===== src/rtl/ext_bus_pkg.sv =====
package ext_bus_pkg;

    // ----------------------------------------------------------------
    // machine cycle timing, in oscillator periods
    // ----------------------------------------------------------------
    typedef logic [3:0] phase_t;

    // each machine cycle has two halves, one address/strobe slot each
    localparam phase_t HALF_LEN_12     = 4'h6;
    localparam phase_t HALF_LEN_6      = 4'h3;
    // last phase of a half in which the latch strobe is high
    localparam phase_t ALE_END_12      = 4'h1;
    localparam phase_t ALE_END_6       = 4'h0;
    // first phase of a half in which the program store strobe, or in the first half a read or write strobe, is low
    localparam phase_t STROBE_START_12 = 4'h3;
    localparam phase_t STROBE_START_6  = 4'h2;

    // ----------------------------------------------------------------
    // reset values
    // ----------------------------------------------------------------
    localparam logic [7:0] PORT_RESET  = 8'hff;
    localparam logic [7:0] BYTE_ZERO   = 8'h00;
    localparam logic [1:0] PIPE_ZERO   = 2'h0;

    // ----------------------------------------------------------------
    // kinds of machine cycle, one-hot
    // ----------------------------------------------------------------
    typedef enum logic [2:0] {
        CYC_INT  = 3'b001,   // fetch from on-chip program memory
        CYC_EXT  = 3'b010,   // fetch from external program memory
        CYC_DATA = 3'b100    // external data move
    } cycle_e;

    // ----------------------------------------------------------------
    // carriers
    // ----------------------------------------------------------------
    typedef struct packed {
        logic [15:0] codeAddr;      // address of first code byte
        logic        codeInternal;  // core says address is on-chip
        logic        dataReq;       // external data move this cycle
        logic        dataWrite;     // 1 write, 0 read
        logic        dataWide;      // 16-bit pointer address
        logic [15:0] dataAddr;      // data address (low byte if narrow)
        logic [7:0]  dataWdata;     // write data
    } cpu_req_s;

    typedef struct packed {
        logic [7:0] lowLatch;       // low port output latch
        logic [7:0] highLatch;      // high port output latch
        logic       rdLatch;        // port 3 bit 7 latch
        logic       wrLatch;        // port 3 bit 6 latch
        logic       aleOff;         // auxiliary control bit 0
        logic       softDouble;     // soft_double_speed_bit
        logic       otpDouble;      // otp_double_speed_option
    } port_cfg_s;

    typedef struct packed {
        logic       ale;            // address latch strobe
        logic       psenN;          // program_store_read_strobe, low
        logic       rdN;            // port 3 bit 7 read strobe, low
        logic       wrN;            // port 3 bit 6 write strobe, low
        logic [7:0] lowOut;         // low port output value
        logic [7:0] lowOe;          // low port strong drive enable
        logic [7:0] highOut;        // high port output value
        logic [7:0] highOe;         // high port strong drive enable
        logic [7:0] highPull;       // high port weak pull-up enable
    } bus_pins_s;

    typedef struct packed {
        logic       reqTaken;       // request sampled last cycle
        logic       fetchValid;     // code byte valid, pulse
        logic [7:0] fetchData;      // code byte
        logic       dataValid;      // read data valid, pulse
        logic [7:0] dataRdata;      // read data
        logic       doubleSpeed;    // 6-clock mode in force
        logic       extAccessLow;   // external_access_select latched low
    } cpu_rsp_s;

endpackage


===== src/rtl/ext_bus_if.sv =====
`timescale 1ns/1ps
// Function
// low port carries low address byte first, then data, on every access.
// as plain I/O a low pin latched one floats; on the bus ones are driven.
// high port gives upper address on external fetches and wide data moves.
// narrow data moves keep the high port showing its output latch.
// latch strobe runs at osc/6 in 12-clock mode, osc/3 in 6-clock mode.
// each external data move skips exactly one latch strobe pulse.
// auxiliary bit 0 stops latch strobe except during external data moves.
// external code execution gives two program store strobes per cycle.
// each external data move skips two program store strobes.
// program store strobe stays high for on-chip fetches.
// external access pin is caught at reset release, then ignored.
// system holds external access pin low at release for external code.
// system holds reset for at least two machine cycles, oscillator running; the testbench holds its first reset for only 2 clocks.
// machine cycle is 12 or 6 periods; option or software bit picks 6.
// data write strobe on port 3 bit 6, read strobe on bit 7.
// ports 1 to 3 pull weakly high where their latch holds one.
// programmed option forces 6-clock; else software bit chooses.
// low address stays stable while latch strobe is high.
module ext_bus_if
(
    input  wire logic                    sys_clk,   // oscillator clock
    input  wire logic                    rstn,      // sync reset, low
    input  wire ext_bus_pkg::cpu_req_s   req,       // core request
    input  wire ext_bus_pkg::port_cfg_s  cfg,       // latches and options
    input  wire logic                    eaPin,     // external_access_select
    input  wire logic [7:0]              lowPortIn, // low port pin levels
    output ext_bus_pkg::bus_pins_s       pins,      // bus pins
    output ext_bus_pkg::cpu_rsp_s        rsp        // answers to core
);
    import ext_bus_pkg::*;

    // ----------------------------------------------------------------
    // state
    // ----------------------------------------------------------------
    typedef struct packed {
        logic [1:0]  eaSync;      // pin synchroniser
        logic [7:0]  lowSync1;    // first stage, read only by second
        logic [7:0]  lowSync2;
        logic        armed;       // waiting for reset release
        cycle_e      kind;
        logic [15:0] codeAddr;
        logic        dataWrite;
        logic        dataWide;
        logic [15:0] dataAddr;
        logic [7:0]  dataWdata;
        logic        rdAct;       // read strobe active internally
        logic [1:0]  fetchPipe;   // strobe end, delayed by the sync
        logic [1:0]  readPipe;
        bus_pins_s   pins;
        cpu_rsp_s    rsp;
    } bus_s;

    bus_s   q;
    bus_s   d;
    phase_t phase;
    logic   half;
    logic   dbl;

    cycle_timer timer
    (
        .sys_clk     (sys_clk),
        .rstn        (rstn),
        .otpDouble   (cfg.otpDouble),
        .softDouble  (cfg.softDouble),
        .phase       (phase),
        .half        (half),
        .doubleSpeed (dbl)
    );

    function automatic phase_t aleEnd(input logic dblMode);
        aleEnd = dblMode ? ALE_END_6 : ALE_END_12;
    endfunction

    function automatic phase_t strobeStart(input logic dblMode);
        strobeStart = dblMode ? STROBE_START_6 : STROBE_START_12;
    endfunction

    // ----------------------------------------------------------------
    // next state
    // ----------------------------------------------------------------
    logic        cycleStart;
    logic        aleWin;
    logic        addrWin;
    logic        stbWin;
    logic [15:0] fetchAddr;
    logic        fetchExt;

    always_comb
    begin
        d = q;
        cycleStart = (phase == 4'h0) && !half;
        aleWin     = phase <= aleEnd(dbl);
        addrWin    = phase < strobeStart(dbl);
        stbWin     = !addrWin;

        // two-flop synchronisers keep running through reset
        d.eaSync   = {q.eaSync[0], eaPin};
        d.lowSync1 = lowPortIn;
        d.lowSync2 = q.lowSync1;

        // external_access_select caught once, first cycle after release
        if (q.armed)
        begin
            d.armed            = 1'b0;
            d.rsp.extAccessLow = ~q.eaSync[1];   // see R11
        end

        // request is sampled at each machine cycle boundary
        d.rsp.reqTaken = cycleStart;
        if (cycleStart)
        begin
            fetchExt    = d.rsp.extAccessLow | ~req.codeInternal;
            d.kind      = req.dataReq ? CYC_DATA
                        : (fetchExt ? CYC_EXT : CYC_INT);
            d.codeAddr  = req.codeAddr;
            d.dataWrite = req.dataWrite;
            d.dataWide  = req.dataWide;
            d.dataAddr  = req.dataAddr;
            d.dataWdata = req.dataWdata;
        end
        else
            fetchExt = 1'b0;
        d.rsp.doubleSpeed = dbl;

        // ------------------------------------------------------------
        // idle pin picture: plain I/O behaviour
        // ------------------------------------------------------------
        d.pins.ale      = 1'b0;
        d.pins.psenN    = 1'b1;
        d.rdAct         = 1'b0;
        d.pins.wrN      = cfg.wrLatch;
        d.pins.lowOut   = BYTE_ZERO;
        d.pins.lowOe    = ~cfg.lowLatch;
        d.pins.highOut  = cfg.highLatch;
        d.pins.highOe   = BYTE_ZERO;
        d.pins.highPull = cfg.highLatch;
        fetchAddr       = d.codeAddr + {15'h0000, half};

        case (d.kind)
            CYC_INT:
            begin
                d.pins.ale = aleWin & ~cfg.aleOff;        // see R5
            end
            CYC_EXT:
            begin
                d.pins.ale      = aleWin & ~cfg.aleOff;   // see R5
                d.pins.highOut  = fetchAddr[15:8];
                d.pins.highOe   = PORT_RESET;
                d.pins.highPull = BYTE_ZERO;
                // address outlives the strobe's falling edge
                d.pins.lowOut   = fetchAddr[7:0];         // see R1
                d.pins.lowOe    = addrWin ? PORT_RESET : BYTE_ZERO;
                d.pins.psenN    = ~stbWin;
            end
            CYC_DATA:
            begin
                // one strobe only in the first half; none in the second
                d.pins.ale      = aleWin & ~half;         // see R6
                d.pins.highOut  = d.dataWide ? d.dataAddr[15:8]
                                : cfg.highLatch;          // see R3
                d.pins.highOe   = PORT_RESET;
                d.pins.highPull = BYTE_ZERO;
                // program store strobe stays off both halves
                d.pins.psenN    = 1'b1;
                if (!half && addrWin)
                begin
                    d.pins.lowOut = d.dataAddr[7:0];      // see R1
                    d.pins.lowOe  = PORT_RESET;
                end
                else if (d.dataWrite)
                begin
                    d.pins.lowOut = d.dataWdata;
                    d.pins.lowOe  = PORT_RESET;
                    d.pins.wrN    = 1'b0;
                end
                else
                begin
                    d.pins.lowOe  = BYTE_ZERO;
                    d.rdAct       = 1'b1;
                end
            end
            default:
            begin
                d.pins.ale = 1'b0;
            end
        endcase
        // strobes reach port 3 as alternate functions over the latch
        d.pins.rdN = cfg.rdLatch & ~d.rdAct;
        if (!cfg.wrLatch)
            d.pins.wrN = 1'b0;

        // ------------------------------------------------------------
        // read capture, delayed to match the pin synchroniser
        // ------------------------------------------------------------
        d.fetchPipe = {q.fetchPipe[0], ~q.pins.psenN & d.pins.psenN};
        d.readPipe  = {q.readPipe[0], q.rdAct & ~d.rdAct};
        d.rsp.fetchValid = q.fetchPipe[1];
        d.rsp.dataValid  = q.readPipe[1];
        if (q.fetchPipe[1])
            d.rsp.fetchData = q.lowSync2;
        if (q.readPipe[1])
            d.rsp.dataRdata = q.lowSync2;

        if (!rstn)
        begin
            d.armed     = 1'b1;
            d.kind      = CYC_INT;
            d.codeAddr  = 16'h0000;
            d.dataWrite = 1'b0;
            d.dataWide  = 1'b0;
            d.dataAddr  = 16'h0000;
            d.dataWdata = BYTE_ZERO;
            d.rdAct     = 1'b0;
            d.fetchPipe = PIPE_ZERO;
            d.readPipe  = PIPE_ZERO;
            // ports sit at their all-ones reset picture
            d.pins.ale      = 1'b0;
            d.pins.psenN    = 1'b1;
            d.pins.rdN      = 1'b1;
            d.pins.wrN      = 1'b1;
            d.pins.lowOut   = BYTE_ZERO;
            d.pins.lowOe    = BYTE_ZERO;
            d.pins.highOut  = PORT_RESET;
            d.pins.highOe   = BYTE_ZERO;
            d.pins.highPull = PORT_RESET;
            d.rsp.reqTaken     = 1'b0;
            d.rsp.fetchValid   = 1'b0;
            d.rsp.fetchData    = BYTE_ZERO;
            d.rsp.dataValid    = 1'b0;
            d.rsp.dataRdata    = BYTE_ZERO;
            d.rsp.doubleSpeed  = 1'b0;
            d.rsp.extAccessLow = 1'b0;
        end
    end

    // ----------------------------------------------------------------
    // registers
    // ----------------------------------------------------------------
    always_ff @(posedge sys_clk)
    begin
        q <= d;
    end

    assign pins = q.pins;
    assign rsp  = q.rsp;

endmodule // ext_bus_if


===== src/rtl/cycle_timer.sv =====
`timescale 1ns/1ps
module cycle_timer
(
    input  wire logic                  sys_clk,     // oscillator clock
    input  wire logic                  rstn,        // sync reset, low
    input  wire logic                  otpDouble,   // otp option
    input  wire logic                  softDouble,  // software bit
    output ext_bus_pkg::phase_t        phase,       // phase within half
    output logic                       half,        // which half
    output logic                       doubleSpeed  // 6-clock mode
);
    import ext_bus_pkg::*;

    typedef struct packed {
        phase_t phase;
        logic   half;
        logic   dbl;
    } timer_s;

    timer_s q;
    timer_s d;

    function automatic phase_t lastPhase(input logic dbl);
        lastPhase = dbl ? HALF_LEN_6 - 4'h1 : HALF_LEN_12 - 4'h1;
    endfunction

    always_comb
    begin
        d = q;
        if (q.phase == lastPhase(q.dbl))
        begin
            d.phase = 4'h0;
            d.half  = ~q.half;
            // mode only changes between machine cycles, never mid-cycle
            if (q.half)
                d.dbl = otpDouble | softDouble;  // see R14
        end
        else
            d.phase = q.phase + 4'h1;
        if (!rstn)
        begin
            d.phase = 4'h0;
            d.half  = 1'b0;
            d.dbl   = 1'b0;
        end
    end

    always_ff @(posedge sys_clk)
    begin
        q <= d;
    end

    assign phase       = q.phase;
    assign half        = q.half;
    assign doubleSpeed = q.dbl;

endmodule // cycle_timer


===== config.mk =====
export PLATFORM = sky130hd
export DESIGN_NAME = ext_bus_if
export DESIGN_NICKNAME = d
export VERILOG_FILES = /design/src/rtl/ext_bus_pkg.sv /design/src/rtl/ext_bus_if.sv /design/src/rtl/cycle_timer.sv
export SDC_FILE = /design/constraint.sdc
export NUM_CORES = 1
export LEC_CHECK = 0
export BUFFER_PORTS_ARGS = -buffer_cell sky130_fd_sc_hd__buf_4
export CAP_MARGIN = 20
export CORE_MARGIN = 2
export CORE_UTILIZATION = 35
export CTS_CLUSTER_SIZE = 24
export DETAILED_ROUTE_END_ITERATION = 8
export GPL_TIMING_DRIVEN = 1
export PLACE_DENSITY = 0.55
export RECOVER_POWER = 25
export SYNTH_ARGS = -nofsm -noshare
export SYNTH_HDL_FRONTEND = slang
export SYNTH_SLANG_ARGS = --single-unit

===== constraint.sdc =====
create_clock -name sys_clk -period 3.05 [get_ports sys_clk]
set_input_delay 0.305 -clock sys_clk [delete_from_list [all_inputs] [get_ports sys_clk]]
set_output_delay 0.305 -clock sys_clk [all_outputs]
set_load 0.03 [all_outputs]

==> report_table.html, run 1 <==
<table>
<tr><th>Metric</th><th>Value</th></tr>
<tr><th colspan="2">Routing</th></tr>
<tr><td>Number of routed nets with antenna violations</td><td>0</td></tr>
<tr><td>Routed wire length per instance</td><td>between 15 and 20 µm</td></tr>
<tr><td>Drt initial violations</td><td>248</td></tr>
<tr><td>Via-to-Cell Ratio</td><td>roughly 4.7</td></tr>
<tr><td>Overall via count from detail_route</td><td>4227</td></tr>
<tr><td>DRC Markers</td><td>0</td></tr>
<tr><td>Total wirelength of the detailed-routed design</td><td>13700 µm</td></tr>
<tr><td>First-pass iteration count of the detailed router</td><td>6</td></tr>
<tr><th colspan="2">Setup path</th></tr>
<tr><td>Data required time at the worst endpoint</td><td>3.41 ns</td></tr>
<tr><td>Worst path bufs/invs</td><td>2</td></tr>
<tr><td>Critical-path maximum fanout</td><td>19</td></tr>
<tr><td>Worst-case register-to-register setup slack</td><td>0.34 ns</td></tr>
<tr><td>CP Launch Point</td><td>timer.phase[1]$_SDFF_PP0_</td></tr>
<tr><td>Number of cells on the critical path</td><td>10</td></tr>
<tr><td>Worst reg2reg path endpoint</td><td>pins[22]$_SDFF_PN1_</td></tr>
<tr><td>Slowest stage delay, CP</td><td>0.58 ns</td></tr>
<tr><td>Cell class contributing the biggest share of worst-path delay</td><td>simple AND/OR/NAND/NOR gates</td></tr>
<tr><td>Class of the most critical setup path</td><td>reg2reg</td></tr>
<tr><td>Critical path arrival</td><td>3.08 ns</td></tr>
<tr><td>Worst setup SP type</td><td>flip-flop</td></tr>
<tr><td>Number of cells traversed by the worst register-to-register path</td><td>10</td></tr>
<tr><td>Capturing instance or port of the critical path</td><td>pins[22]$_SDFF_PN1_</td></tr>
<tr><td>Cells along the critical path</td><td>inv_1 -&gt; ha_1 -&gt; or4b_4 -&gt; nand2_1 -&gt; nand2_1 -&gt; ha_2 -&gt; inv_1 -&gt; or4_4 -&gt; or4_1 -&gt; nand3_1</td></tr>
<tr><td>Slowest cell on the critical path</td><td>or4_4</td></tr>
<tr><td>CP Capture Type</td><td>flip-flop</td></tr>
<tr><td>Worst R2R Start</td><td>timer.phase[1]$_SDFF_PP0_</td></tr>
<tr><th colspan="2">Floorplan</th></tr>
<tr><td>Core area</td><td>between 0.015 and 0.02 mm²</td></tr>
<tr><td>Row count</td><td>45</td></tr>
<tr><td>Width of the die</td><td>129 µm</td></tr>
<tr><td>Die Ht</td><td>129 µm</td></tr>
<tr><td># IOs</td><td>141</td></tr>
<tr><td>Overall die area</td><td>approximately 0.017 mm²</td></tr>
<tr><td>Initial standard-cell utilization of the core</td><td>0.359</td></tr>
<tr><th colspan="2">Logic synthesis</th></tr>
<tr><td>Ys async rst share</td><td>0</td></tr>
<tr><td>Yosys warning count</td><td>0</td></tr>
<tr><td>Post-synthesis area per instance</td><td>9.28 µm²</td></tr>
<tr><td>Number of register bits inferred by synthesis</td><td>133</td></tr>
<tr><td>Post-synthesis cell type with the largest combined area</td><td>dfxtp_1</td></tr>
<tr><td>Yosys top cell area share</td><td>0.486</td></tr>
<tr><td>Yosys cell types</td><td>53</td></tr>
<tr><td>Portion of the post-synthesis area used by sequential elements</td><td>0.486</td></tr>
<tr><td>Count of flip-flops with a built-in enable after synthesis</td><td>0</td></tr>
<tr><td>Post-synth design cell area</td><td>0.00548 mm²</td></tr>
<tr><td>Total nets after synthesis</td><td>671</td></tr>
<tr><td>Cell types occupying the most area after synthesis</td><td>dfxtp_1 (49%), buf_4 (8.9%), mux2i_1 (8.6%)</td></tr>
<tr><td>Number of standard cells after synthesis</td><td>between 500 and 600</td></tr>
<tr><td>Prevailing post-synth register cell</td><td>dfxtp_1</td></tr>
<tr><th colspan="2">GRT</th></tr>
<tr><td>Number of global-route vias before repair</td><td>4194</td></tr>
<tr><td>Number of antenna violations at the first check in global routing</td><td>0</td></tr>
<tr><td>Global-route wire length before repair</td><td>~21000 µm</td></tr>
<tr><td>Global router's overall resource usage</td><td>0.169</td></tr>
<tr><td>Maximum number of pins on one net before global-route repair</td><td>42</td></tr>
<tr><td>Overflow left after global routing</td><td>0</td></tr>
<tr><th colspan="2">Layout</th></tr>
<tr><td>Fin nets</td><td>760</td></tr>
<tr><td>Highest-count cells in the layout ignoring fill and taps</td><td>dfxtp_1 (133), buf_4 (133), nor2_1 (70)</td></tr>
<tr><td>Multi-input gate area</td><td>between 0.002 and 0.0025 mm²</td></tr>
<tr><td>Area used by sequential logic in the layout</td><td>0.00266 mm²</td></tr>
<tr><td>Fraction of layout cells with a size suffix above 1</td><td>0.273</td></tr>
<tr><td>Fillers</td><td>1455</td></tr>
<tr><td>Area growth from synthesis to final layout</td><td>27.2%</td></tr>
<tr><td>Diodes inserted</td><td>0</td></tr>
<tr><th colspan="2">Power and ir drop</th></tr>
<tr><td>Net switching power of the design</td><td>roughly 1.4 mW</td></tr>
<tr><td>Power density over cell area</td><td>712 mW/mm²</td></tr>
<tr><td>Relative contribution of sequential cells to total power</td><td>0.392</td></tr>
<tr><td>Overall power consumption</td><td>between 4 and 5 mW</td></tr>
<tr><td>Clock network power share</td><td>0.427</td></tr>
<tr><td>Internal power consumption</td><td>3.60 mW</td></tr>
<tr><td>Switching Fraction</td><td>0.276</td></tr>
<tr><td>Worst ir drop on vdd</td><td>411 µV</td></tr>
<tr><td>Combinational cell fraction of total power</td><td>0.181</td></tr>
<tr><td>Static leakage</td><td>3.00 nW</td></tr>
<tr><th colspan="2">CTS</th></tr>
<tr><td>CTS tree</td><td>built</td></tr>
<tr><td>Longest Clk Path Bufs</td><td>2</td></tr>
<tr><td>Root buffer cell</td><td>clkbuf_16</td></tr>
<tr><td>H-tree lvl count</td><td>4</td></tr>
<tr><td>Post_cts resized</td><td>0</td></tr>
<tr><td>Clock latency reported for the late side of the worst-skew pair</td><td>0.42 ns</td></tr>
<tr><td>Clock-pin slew on the worst setup and hold paths</td><td>0.06 ns</td></tr>
<tr><td>Number of CTS-inserted buffers</td><td>17</td></tr>
<tr><td>Clock net sink count</td><td>133</td></tr>
<tr><th colspan="2">Placed design</th></tr>
<tr><td>Half-perimeter wire length after placement</td><td>10100 µm</td></tr>
<tr><td>Placer's final routability congestion estimate</td><td>0.841</td></tr>
<tr><td>Number of buffers added on ports</td><td>140</td></tr>
<tr><th colspan="2">STA</th></tr>
<tr><td>Final Max Tran Viols</td><td>42</td></tr>
<tr><td>Worst slew pin tran</td><td>1.75 ns</td></tr>
<tr><td>Setup-violating endpoint count in the final report</td><td>0</td></tr>
<tr><td>Final Hold Slack</td><td>0.0840 ns</td></tr>
<tr><td>Minimum period implied by the final worst setup slack</td><td>~2.7 ns</td></tr>
<tr><td>Final-report hold violation count</td><td>0</td></tr>
<tr><td>Headroom to the max-slew limit</td><td>-0.166</td></tr>
<tr><td>Setup repair after global routing missed its margin</td><td>no</td></tr>
<tr><td>Final period utilization</td><td>0.889</td></tr>
<tr><td>Peak Freq</td><td>approximately 370 MHz</td></tr>
<tr><td>Setup TNS</td><td>0 ns</td></tr>
<tr><td>Layout Skew</td><td>0.00713 ns</td></tr>
<tr><th colspan="2">Status</th></tr>
<tr><td>Outcome</td><td>finished, violations left</td></tr>
<tr><td>Violations in the final reports</td><td>capacitance limit, slew limit</td></tr>
<tr><th colspan="2">Flow run</th></tr>
<tr><td>Number of maximum-capacitance constraint violations</td><td>1</td></tr>
<tr><th colspan="2">Hold path</th></tr>
<tr><td>Hold WC Path Type</td><td>in2reg</td></tr>
</table>
==> kinds of logic after synthesis <==
group                    share of synthesized area
flip-flops                                   0.486
AO/OA/AOI/OAI                                0.111
AND/OR/NAND/NOR                              0.160
adder cells (fa/ha/maj)                    0.00913
XOR/XNOR                                    0.0160
multiplexers                                0.0981
buffers and inverters                        0.120
==> through the flow <==
step           cell area, µm²  setup slack [ns]  utilization  instances
2_1_floorplan            5510            0.0101            -        591
3_3_place_gp             6300             0.418        0.413        863
3_5_place_dp             6300             0.358        0.413        863
4_1_cts                  7010             0.345        0.459        904
5_1_grt                  6970             0.185        0.457        904
6_report                 6970             0.337        0.457        904
==> state kept, by name, indices dropped and copies added, names as in the netlist <==
signal	flops
timer.doubleSpeed	1
q	60
timer.phase	4
timer.half	1
pins	37
d	9
rsp	21
==> how the worst min path moves through the flow <==
| stage | to | startpoint | slack [ns] | depth (start not counted) |
|---|---|---|---|---|
| 2_1_floorplan | q[116]$_DFF_P_ | d[116]$_DFF_P_ | 0.31 | 0 |
| 5_1_grt | pins[40]$_SDFF_PN1_ | cfg[3] | 0.09 | 3 |
| 3_5_place_dp | q[116]$_DFF_P_ | d[116]$_DFF_P_ | 0.31 | 0 |
| 3_3_place_gp | q[117]$_DFF_P_ | d[117]$_DFF_P_ | 0.31 | 0 |
| 4_1_cts | pins[40]$_SDFF_PN1_ | cfg[3] | 0.07 | 3 |
| 6_report | pins[40]$_SDFF_PN1_ | cfg[3] | 0.08 | 3 |
==> power by group through the flow <==
| stage | sequential (mW) | clock [mW] | combinational (mW) |
|---|---|---|---|
| 3_5_place_dp | 1.99 | 0 | 0.907 |
| 6_report | 1.95 | 2.12 | 0.899 |
| 3_3_place_gp | 1.98 | 0 | 0.895 |
| 4_1_cts | 1.95 | 2.16 | 0.919 |
| 5_1_grt | 1.96 | 2.25 | 0.980 |
| 2_1_floorplan | 1.96 | 0 | 0.688 |
==> cells in the mapped netlist, types with 3 or more instances <==
| cell | count |
|---|---|
| a311o_1 | 3 |
| o211ai_1 | 5 |
| nand4_1 | 3 |
| nor3_1 | 9 |
| buf_4 | 65 |
| o21a_1 | 11 |
| dfxtp_1 | 133 |
| mux2_2 | 6 |
| buf_2 | 4 |
| nor2b_1 | 3 |
| a21oi_1 | 31 |
| nand2_1 | 46 |
| ha_1 | 4 |
| xnor2_1 | 6 |
| o21ai_0 | 28 |
| mux2i_1 | 47 |
| nor2_1 | 70 |
| or4_1 | 3 |
| o22ai_1 | 3 |
| nand3_1 | 21 |
| and2_1 | 8 |
| or2_2 | 3 |
| clkbuf_1 | 20 |
| xor2_1 | 4 |
| inv_1 | 18 |
==> per-layer routing <==
| metal | share of wire | wire length (µm) | up-vias | GRT usage |
|---|---|---|---|---|
| met5 | 0 | 0 | - | 0 |
| met4 | 0.017 | 234 | 0 | 0.0639 |
| met3 | 0.053 | 721 | 22 | 0.0520 |
| met2 | 0.48 | 6530 | 109 | 0.276 |
| met1 | 0.45 | 6230 | 1968 | 0.210 |
| li1 | - | - | 2128 | - |
==> area by class of cell <==
class | count | area share
multi-input cells | 349 | 0.311
clock inverters | 10 | 0.0210
flip-flops and latches | 133 | 0.382
repair buffers | 160 | 0.171
well taps | 211 | 0.0379
clock buffers | 22 | 0.0680
inverters | 19 | 0.0102
==> worst register-to-register path: cells and delay by family, from the launching register on <==
| family | cells | cell delay (ns) |
|---|---|---|
| flip-flops | 1 | 0.42 |
| adder cells (fa/ha/maj) | 2 | 0.40 |
| buffers and inverters | 2 | 0.16 |
| AND/OR/NAND/NOR | 6 | 1.68 |
==> timing repair <==
| action | in CTS | in global routing |
|---|---|---|
| buffers inserted | 0 | 0 |
| hold buffers | 9 | 0 |
| hold endpoints to repair | 9 | 0 |
No activity file was read; power rests on OpenSTA's default activity.
==> run 2: changes to the inputs <==
- PLACE_DENSITY: 0.55 -> 0.53
- clock period: 3.05 -> 3.23 ns (I/O delays scaled with it)
==> report_table.html, run 2 (synthesis results as in run 1) <==
<table>
<tr><th>Metric</th><th>Value</th></tr>
<tr><th colspan="2">Hold path</th></tr>
<tr><td>Hold Path Cell Cnt</td><td>3</td></tr>
<tr><td>Hold Startpoint</td><td>cfg[3]</td></tr>
<tr><td>Worst min-delay path endpoint</td><td>pins[40]$_SDFF_PN1_</td></tr>
<tr><td>Hold WC Path Type</td><td>in2reg</td></tr>
<tr><th colspan="2">Layout</th></tr>
<tr><td>Fillers</td><td>1489</td></tr>
<tr><td>Area growth from synthesis to final layout</td><td>24.9%</td></tr>
<tr><td>Diodes inserted</td><td>0</td></tr>
<tr><td>Most common cell after layout, fill and taps aside</td><td>dfxtp_1</td></tr>
<tr><td>Fraction of layout cells with a size suffix above 1</td><td>0.247</td></tr>
<tr><td>Fin nets</td><td>roughly 760</td></tr>
<tr><td>Most flop-heavy register</td><td>q</td></tr>
<tr><td>Number of flip-flops under the largest register name</td><td>60</td></tr>
<tr><td>Highest-count cells in the layout ignoring fill and taps</td><td>dfxtp_1 (133), buf_4 (112), nor2_1 (70)</td></tr>
<tr><th colspan="2">Placed design</th></tr>
<tr><td>Half-perimeter wire length after placement</td><td>slightly below 10000 µm</td></tr>
<tr><td>Placer's final routability congestion estimate</td><td>a little over 0.8</td></tr>
<tr><td>Number of buffers added on ports</td><td>140</td></tr>
<tr><td>Worst setup slack after placement</td><td>just over 0.5 ns</td></tr>
<tr><th colspan="2">STA</th></tr>
<tr><td>Minimum period implied by the final worst setup slack</td><td>2.75 ns</td></tr>
<tr><td>Setup TNS</td><td>0 ns</td></tr>
<tr><td>Headroom to the max-slew limit</td><td>-0.189</td></tr>
<tr><td>Layout Skew</td><td>between 0.01 and 0.015 ns</td></tr>
<tr><td>Worst slew pin tran</td><td>1.78 ns</td></tr>
<tr><td>Setup-violating endpoint count in the final report</td><td>0</td></tr>
<tr><td>Post-route worst setup slack</td><td>0.482 ns</td></tr>
<tr><td>Peak Freq</td><td>364 MHz</td></tr>
<tr><td>Final Max Tran Viols</td><td>42</td></tr>
<tr><td>Final period utilization</td><td>0.851</td></tr>
<tr><td>Final-report hold violation count</td><td>0</td></tr>
<tr><td>Setup repair after global routing missed its margin</td><td>no</td></tr>
<tr><td>Final Hold Slack</td><td>0.111 ns</td></tr>
<tr><th colspan="2">Setup path</th></tr>
<tr><td>Cells along the critical path</td><td>inv_1 -&gt; ha_1 -&gt; or4b_4 -&gt; nand2_1 -&gt; nand2_1 -&gt; ha_1 -&gt; inv_1 -&gt; or4_4 -&gt; or4_1 -&gt; nand3_1</td></tr>
<tr><td>Worst reg2reg path endpoint</td><td>pins[20]$_SDFF_PN1_</td></tr>
<tr><td>Slowest stage delay, CP</td><td>0.58 ns</td></tr>
<tr><td>Number of cells traversed by the worst register-to-register path</td><td>10</td></tr>
<tr><td>Critical path arrival</td><td>~3.1 ns</td></tr>
<tr><td>Data required time at the worst endpoint</td><td>3.58 ns</td></tr>
<tr><td>Worst setup SP type</td><td>flip-flop</td></tr>
<tr><td>Slowest cell on the critical path</td><td>or4_4</td></tr>
<tr><td>Worst R2R Start</td><td>timer.phase[1]$_SDFF_PP0_</td></tr>
<tr><td>CP Capture Type</td><td>flip-flop</td></tr>
<tr><td>Critical-path maximum fanout</td><td>17</td></tr>
<tr><td>Class of the most critical setup path</td><td>reg2reg</td></tr>
<tr><td>Worst-case register-to-register setup slack</td><td>0.48 ns</td></tr>
<tr><th colspan="2">Routing</th></tr>
<tr><td>First-pass iteration count of the detailed router</td><td>4</td></tr>
<tr><td>Routed wire length per instance</td><td>between 15 and 20 µm</td></tr>
<tr><td>DRC Markers</td><td>0</td></tr>
<tr><td>Total wirelength of the detailed-routed design</td><td>roughly 14000 µm</td></tr>
<tr><td>Overall via count from detail_route</td><td>4234</td></tr>
<tr><td>Drt initial violations</td><td>205</td></tr>
<tr><td>Via-to-Cell Ratio</td><td>between 4 and 5</td></tr>
<tr><td>Number of routed nets with antenna violations</td><td>0</td></tr>
<tr><th colspan="2">CTS</th></tr>
<tr><td>CTS tree</td><td>built</td></tr>
<tr><td>Root buffer cell</td><td>clkbuf_16</td></tr>
<tr><td>Number of CTS-inserted buffers</td><td>17</td></tr>
<tr><td>Clock latency reported for the late side of the worst-skew pair</td><td>0.42 ns</td></tr>
<tr><td>Clock net sink count</td><td>around 130</td></tr>
<tr><td>Longest Clk Path Bufs</td><td>2</td></tr>
<tr><td>Clock-pin slew on the worst setup and hold paths</td><td>0.06 ns</td></tr>
<tr><td>H-tree lvl count</td><td>4</td></tr>
<tr><td># Post-CTS Setup Buffers</td><td>0</td></tr>
<tr><th colspan="2">Flow run</th></tr>
<tr><td>Number of maximum-capacitance constraint violations</td><td>1</td></tr>
<tr><th colspan="2">Power and ir drop</th></tr>
<tr><td>Overall power consumption</td><td>between 4 and 5 mW</td></tr>
<tr><td>Worst ir drop on vdd</td><td>395 µV</td></tr>
<tr><td>Static leakage</td><td>about 2.9 nW</td></tr>
<tr><td>Power density over cell area</td><td>667 mW/mm²</td></tr>
<tr><th colspan="2">GRT</th></tr>
<tr><td>Number of global-route vias before repair</td><td>4111</td></tr>
<tr><td>Number of antenna violations at the first check in global routing</td><td>0</td></tr>
<tr><td>Global Route met2 Usage</td><td>0.271</td></tr>
<tr><td>Global-route wire length before repair</td><td>20900 µm</td></tr>
<tr><td>Highest-utilization routing layer at the global route stage</td><td>met2</td></tr>
<tr><td>Overflow left after global routing</td><td>0</td></tr>
<tr><td>Global routing met3 resource utilization</td><td>0.0508</td></tr>
<tr><td>Met1 capacity usage during global routing</td><td>0.204</td></tr>
<tr><td>Global router's overall resource usage</td><td>0.165</td></tr>
<tr><td>Maximum number of pins on one net before global-route repair</td><td>50</td></tr>
<tr><th colspan="2">Floorplan</th></tr>
<tr><td># IOs</td><td>141</td></tr>
<tr><td>Die Ht</td><td>129 µm</td></tr>
<tr><td>Overall die area</td><td>0.0167 mm²</td></tr>
<tr><td>Core area</td><td>approximately 0.015 mm²</td></tr>
<tr><td>Width of the die</td><td>129 µm</td></tr>
<tr><td>Row count</td><td>45</td></tr>
<tr><td>Initial standard-cell utilization of the core</td><td>0.359</td></tr>
<tr><th colspan="2">Status</th></tr>
<tr><td>Outcome</td><td>finished, violations left</td></tr>
<tr><td>Violations in the final reports</td><td>capacitance limit, slew limit</td></tr>
</table>
run 2: worst max-delay path: cells and delay by family (launching register included):
family,cells,cell delay [ns]
AND/OR/NAND/NOR,6,1.67
adder cells (fa/ha/maj),2,0.42
flip-flops,1,0.42
buffers and inverters,2,0.18
run 2: cell type report:
type | instances | area, µm² | area share
flip-flops and latches | 133 | 2660 | 0.389
inverters | 19 | 71.3 | 0.0104
repair buffers | 155 | 1090 | 0.160
multi-input cells | 349 | 2160 | 0.316
clock inverters | 12 | 128 | 0.0186
clock buffers | 20 | 467 | 0.0682
well taps | 211 | 264 | 0.0386
run 2: timing repair:
action,4_1_cts,5_1_grt
hold buffers,9,0
endpoints found under the hold margin,9,0
resized for setup,0,0
run 2: where the power goes:
part           leakage [nW]  internal (mW)  switching (mW)
clock network         0.284           1.19           0.713
registers              1.10           1.78          0.0606
logic                  1.52          0.314           0.508
run 2: metal layers:
layer / part of all wire / vias to the layer above
met5: 0 / -
met4: 0.0094 / 0
li1: - / 2110
met1: 0.44 / 2001
met3: 0.060 / 6
met2: 0.49 / 117
run 2: worst max path at each step:
| stage | from | endpoint | slack (ns) | cells past startpoint |
|---|---|---|---|---|
| floorplan | timer.phase[0]$_SDFF_PP0_ | pins[20]$_SDFF_PN1_ | 0.02 | 13 |
| global placement | timer.phase[1]$_SDFF_PP0_ | pins[22]$_SDFF_PN1_ | 0.58 | 10 |
| detailed placement | timer.phase[1]$_SDFF_PP0_ | pins[20]$_SDFF_PN1_ | 0.51 | 10 |
| CTS | timer.phase[1]$_SDFF_PP0_ | pins[20]$_SDFF_PN1_ | 0.49 | 10 |
| global route | rstn | pins[43]$_SDFF_PN0_ | 0.19 | 4 |
| finish | timer.phase[1]$_SDFF_PP0_ | pins[20]$_SDFF_PN1_ | 0.48 | 10 |
run 2: per-stage QoR:
stage	util	area, µm²	std cells
2_1_floorplan	-	5500	591
3_3_place_gp	0.410	6260	858
3_5_place_dp	0.410	6260	858
4_1_cts	0.455	6940	899
5_1_grt	0.449	6850	899
6_report	0.449	6850	899
==> run 3: changes to the inputs <==
- ABC_CLOCK_PERIOD_IN_PS: not set -> 3230
- PLACE_DENSITY: 0.53 -> 0.65
- TNS_END_PERCENT: not set -> 10
==> report_table.html, run 3 (synthesis results as in run 1) <==
<table>
<tr><th>Metric</th><th>Value</th></tr>
<tr><th colspan="2">STA</th></tr>
<tr><td>Worst slew pin tran</td><td>0.662 ns</td></tr>
<tr><td>Minimum period implied by the final worst setup slack</td><td>2.78 ns</td></tr>
<tr><td>Setup-violating endpoint count in the final report</td><td>0</td></tr>
<tr><td>Final period utilization</td><td>0.862</td></tr>
<tr><td>Final Hold Slack</td><td>roughly 0.033 ns</td></tr>
<tr><td>Final Max Tran Viols</td><td>0</td></tr>
<tr><td>Headroom to the max-slew limit</td><td>0.558</td></tr>
<tr><td>Setup TNS</td><td>0 ns</td></tr>
<tr><td>Post-route worst setup slack</td><td>between 0.4 and 0.5 ns</td></tr>
<tr><td>Peak Freq</td><td>between 300 and 400 MHz</td></tr>
<tr><td>Layout Skew</td><td>0.00510 ns</td></tr>
<tr><td>Setup repair after global routing missed its margin</td><td>no</td></tr>
<tr><td>Final-report hold violation count</td><td>0</td></tr>
<tr><th colspan="2">Routing</th></tr>
<tr><td>Drt initial violations</td><td>174</td></tr>
<tr><td>First-pass iteration count of the detailed router</td><td>4</td></tr>
<tr><td>Overall via count from detail_route</td><td>4293</td></tr>
<tr><td>Total wirelength of the detailed-routed design</td><td>13400 µm</td></tr>
<tr><td>Via-to-Cell Ratio</td><td>4.79</td></tr>
<tr><td>Number of routed nets with antenna violations</td><td>0</td></tr>
<tr><td>Routed wire length per instance</td><td>~15 µm</td></tr>
<tr><td>DRC Markers</td><td>0</td></tr>
<tr><th colspan="2">Floorplan</th></tr>
<tr><td>Core area</td><td>0.0153 mm²</td></tr>
<tr><td>Row count</td><td>45</td></tr>
<tr><td>Width of the die</td><td>roughly 130 µm</td></tr>
<tr><td>Die Ht</td><td>129 µm</td></tr>
<tr><td>Initial standard-cell utilization of the core</td><td>0.359</td></tr>
<tr><td>Overall die area</td><td>0.0167 mm²</td></tr>
<tr><td># IOs</td><td>approximately 140</td></tr>
<tr><th colspan="2">GRT</th></tr>
<tr><td>Maximum number of pins on one net before global-route repair</td><td>between 50 and 60</td></tr>
<tr><td>Global-route wire length before repair</td><td>~21000 µm</td></tr>
<tr><td>Number of global-route vias before repair</td><td>~4200</td></tr>
<tr><td>Number of antenna violations at the first check in global routing</td><td>0</td></tr>
<tr><td>Overflow left after global routing</td><td>0</td></tr>
<tr><td>Global router's overall resource usage</td><td>0.164</td></tr>
<tr><th colspan="2">CTS</th></tr>
<tr><td>Clock-pin slew on the worst setup and hold paths</td><td>~0.060 ns</td></tr>
<tr><td>Clock net sink count</td><td>133</td></tr>
<tr><td># Post-CTS Setup Buffers</td><td>0</td></tr>
<tr><td>CTS tree</td><td>built</td></tr>
<tr><td>H-tree lvl count</td><td>4</td></tr>
<tr><td>Longest Clk Path Bufs</td><td>2</td></tr>
<tr><td>Clock latency reported for the late side of the worst-skew pair</td><td>0.42 ns</td></tr>
<tr><td>Number of CTS-inserted buffers</td><td>17</td></tr>
<tr><td>Hold bufs inserted after CTS</td><td>5</td></tr>
<tr><td>Post_cts resized</td><td>0</td></tr>
<tr><td>Root buffer cell</td><td>clkbuf_16</td></tr>
<tr><th colspan="2">Layout</th></tr>
<tr><td>Highest-count cells in the layout ignoring fill and taps</td><td>dfxtp_1 (133), buf_4 (110), nor2_1 (70)</td></tr>
<tr><td>Most flop-heavy register</td><td>q</td></tr>
<tr><td>Diodes inserted</td><td>0</td></tr>
<tr><td>Fin nets</td><td>approximately 750</td></tr>
<tr><td>Area growth from synthesis to final layout</td><td>25.5%</td></tr>
<tr><td>Fraction of layout cells with a size suffix above 1</td><td>0.245</td></tr>
<tr><td>Number of flip-flops under the largest register name</td><td>60</td></tr>
<tr><td>Most common cell after layout, fill and taps aside</td><td>dfxtp_1</td></tr>
<tr><th colspan="2">Flow run</th></tr>
<tr><td>Number of maximum-capacitance constraint violations</td><td>0</td></tr>
<tr><th colspan="2">Setup path</th></tr>
<tr><td>Class of the most critical setup path</td><td>reg2reg</td></tr>
<tr><td>CP Capture Type</td><td>flip-flop</td></tr>
<tr><td>Critical path arrival</td><td>3.14 ns</td></tr>
<tr><td>Data required time at the worst endpoint</td><td>3.59 ns</td></tr>
<tr><td>Critical-path maximum fanout</td><td>20</td></tr>
<tr><td>Worst setup SP type</td><td>flip-flop</td></tr>
<tr><th colspan="2">Placed design</th></tr>
<tr><td>Half-perimeter wire length after placement</td><td>~9700 µm</td></tr>
<tr><td>Number of buffers added on ports</td><td>140</td></tr>
<tr><td>Placer's final routability congestion estimate</td><td>0.825</td></tr>
<tr><td>Worst setup slack after placement</td><td>0.458 ns</td></tr>
<tr><th colspan="2">Power and ir drop</th></tr>
<tr><td>Worst ir drop on vdd</td><td>about 390 µV</td></tr>
<tr><td>Static leakage</td><td>about 2.9 nW</td></tr>
<tr><td>Power density over cell area</td><td>694 mW/mm²</td></tr>
<tr><th colspan="2">Status</th></tr>
<tr><td>Outcome</td><td>finished clean</td></tr>
<tr><th colspan="2">Hold path</th></tr>
<tr><td>Hold WC Path Type</td><td>in2reg</td></tr>
</table>
run 3: changes by cell type in the layout (fill, tap and decap cells not counted):
cell / before / now
buf_12: 0 / 1
bufinv_16: 2 / 5
clkinv_2: 4 / 2
clkbuf_1: 25 / 28
clkinvlp_4: 4 / 3
clkbuf_8: 3 / 2
dlygate4sd3_1: 9 / 5
buf_4: 112 / 110
run 3: critical path, cell delays in order, from the launching register on:
cell     delay, ns
dfxtp_1       0.39
inv_1         0.09
ha_1          0.21
or4b_4        0.34
nand2_1       0.11
nand2_1       0.08
ha_1          0.23
inv_1         0.11
or4_4         0.58
or4_1         0.48
nand3_1       0.09
run 3: report_power, final:
group	internal, mW	switching [mW]
clock network	1.41	0.708
registers	1.78	0.0646
logic	0.315	0.501
run 3: worst paths after layout:
path	startpoint	endpoint	slack, ns	cells after the start
hold / removal	lowPortIn[1]	d[117]$_DFF_P_	0.03	1
hold reg to reg	d[123]$_DFF_P_	q[123]$_DFF_P_	0.33	0
setup / recovery	timer.phase[0]$_SDFF_PP0_	pins[20]$_SDFF_PN1_	0.45	10
setup reg to reg	timer.phase[0]$_SDFF_PP0_	pins[20]$_SDFF_PN1_	0.45	10
run 3: metal layers:
layer	global-route usage	part of all wire	up-vias
met5	0	0	-
met4	0.0767	0.029	0
met3	0.0421	0.062	26
met2	0.272	0.47	145
met1	0.200	0.43	2009
li1	-	-	2113
run 3: layout make-up:
class / count / area [µm²]
clock buffer: 20 / 457
clock inverter: 12 / 200
fill: 1470 / 8380
inverter: 19 / 71.3
multi-input combinational: 349 / 2160
sequential: 133 / 2660
tap: 211 / 264
timing repair buffer: 152 / 1060
run 3: through the flow:
step | instance area, µm² | cells | total power [mW] | util
finish | 6880 | 896 | 4.78 | 0.451
global route | 6880 | 896 | 4.97 | 0.451
CTS | 6980 | 896 | 4.84 | 0.458
detailed placement | 6280 | 859 | 2.72 | 0.411
global placement | 6280 | 859 | 2.70 | 0.411
floorplan | 5500 | 591 | 2.50 | -
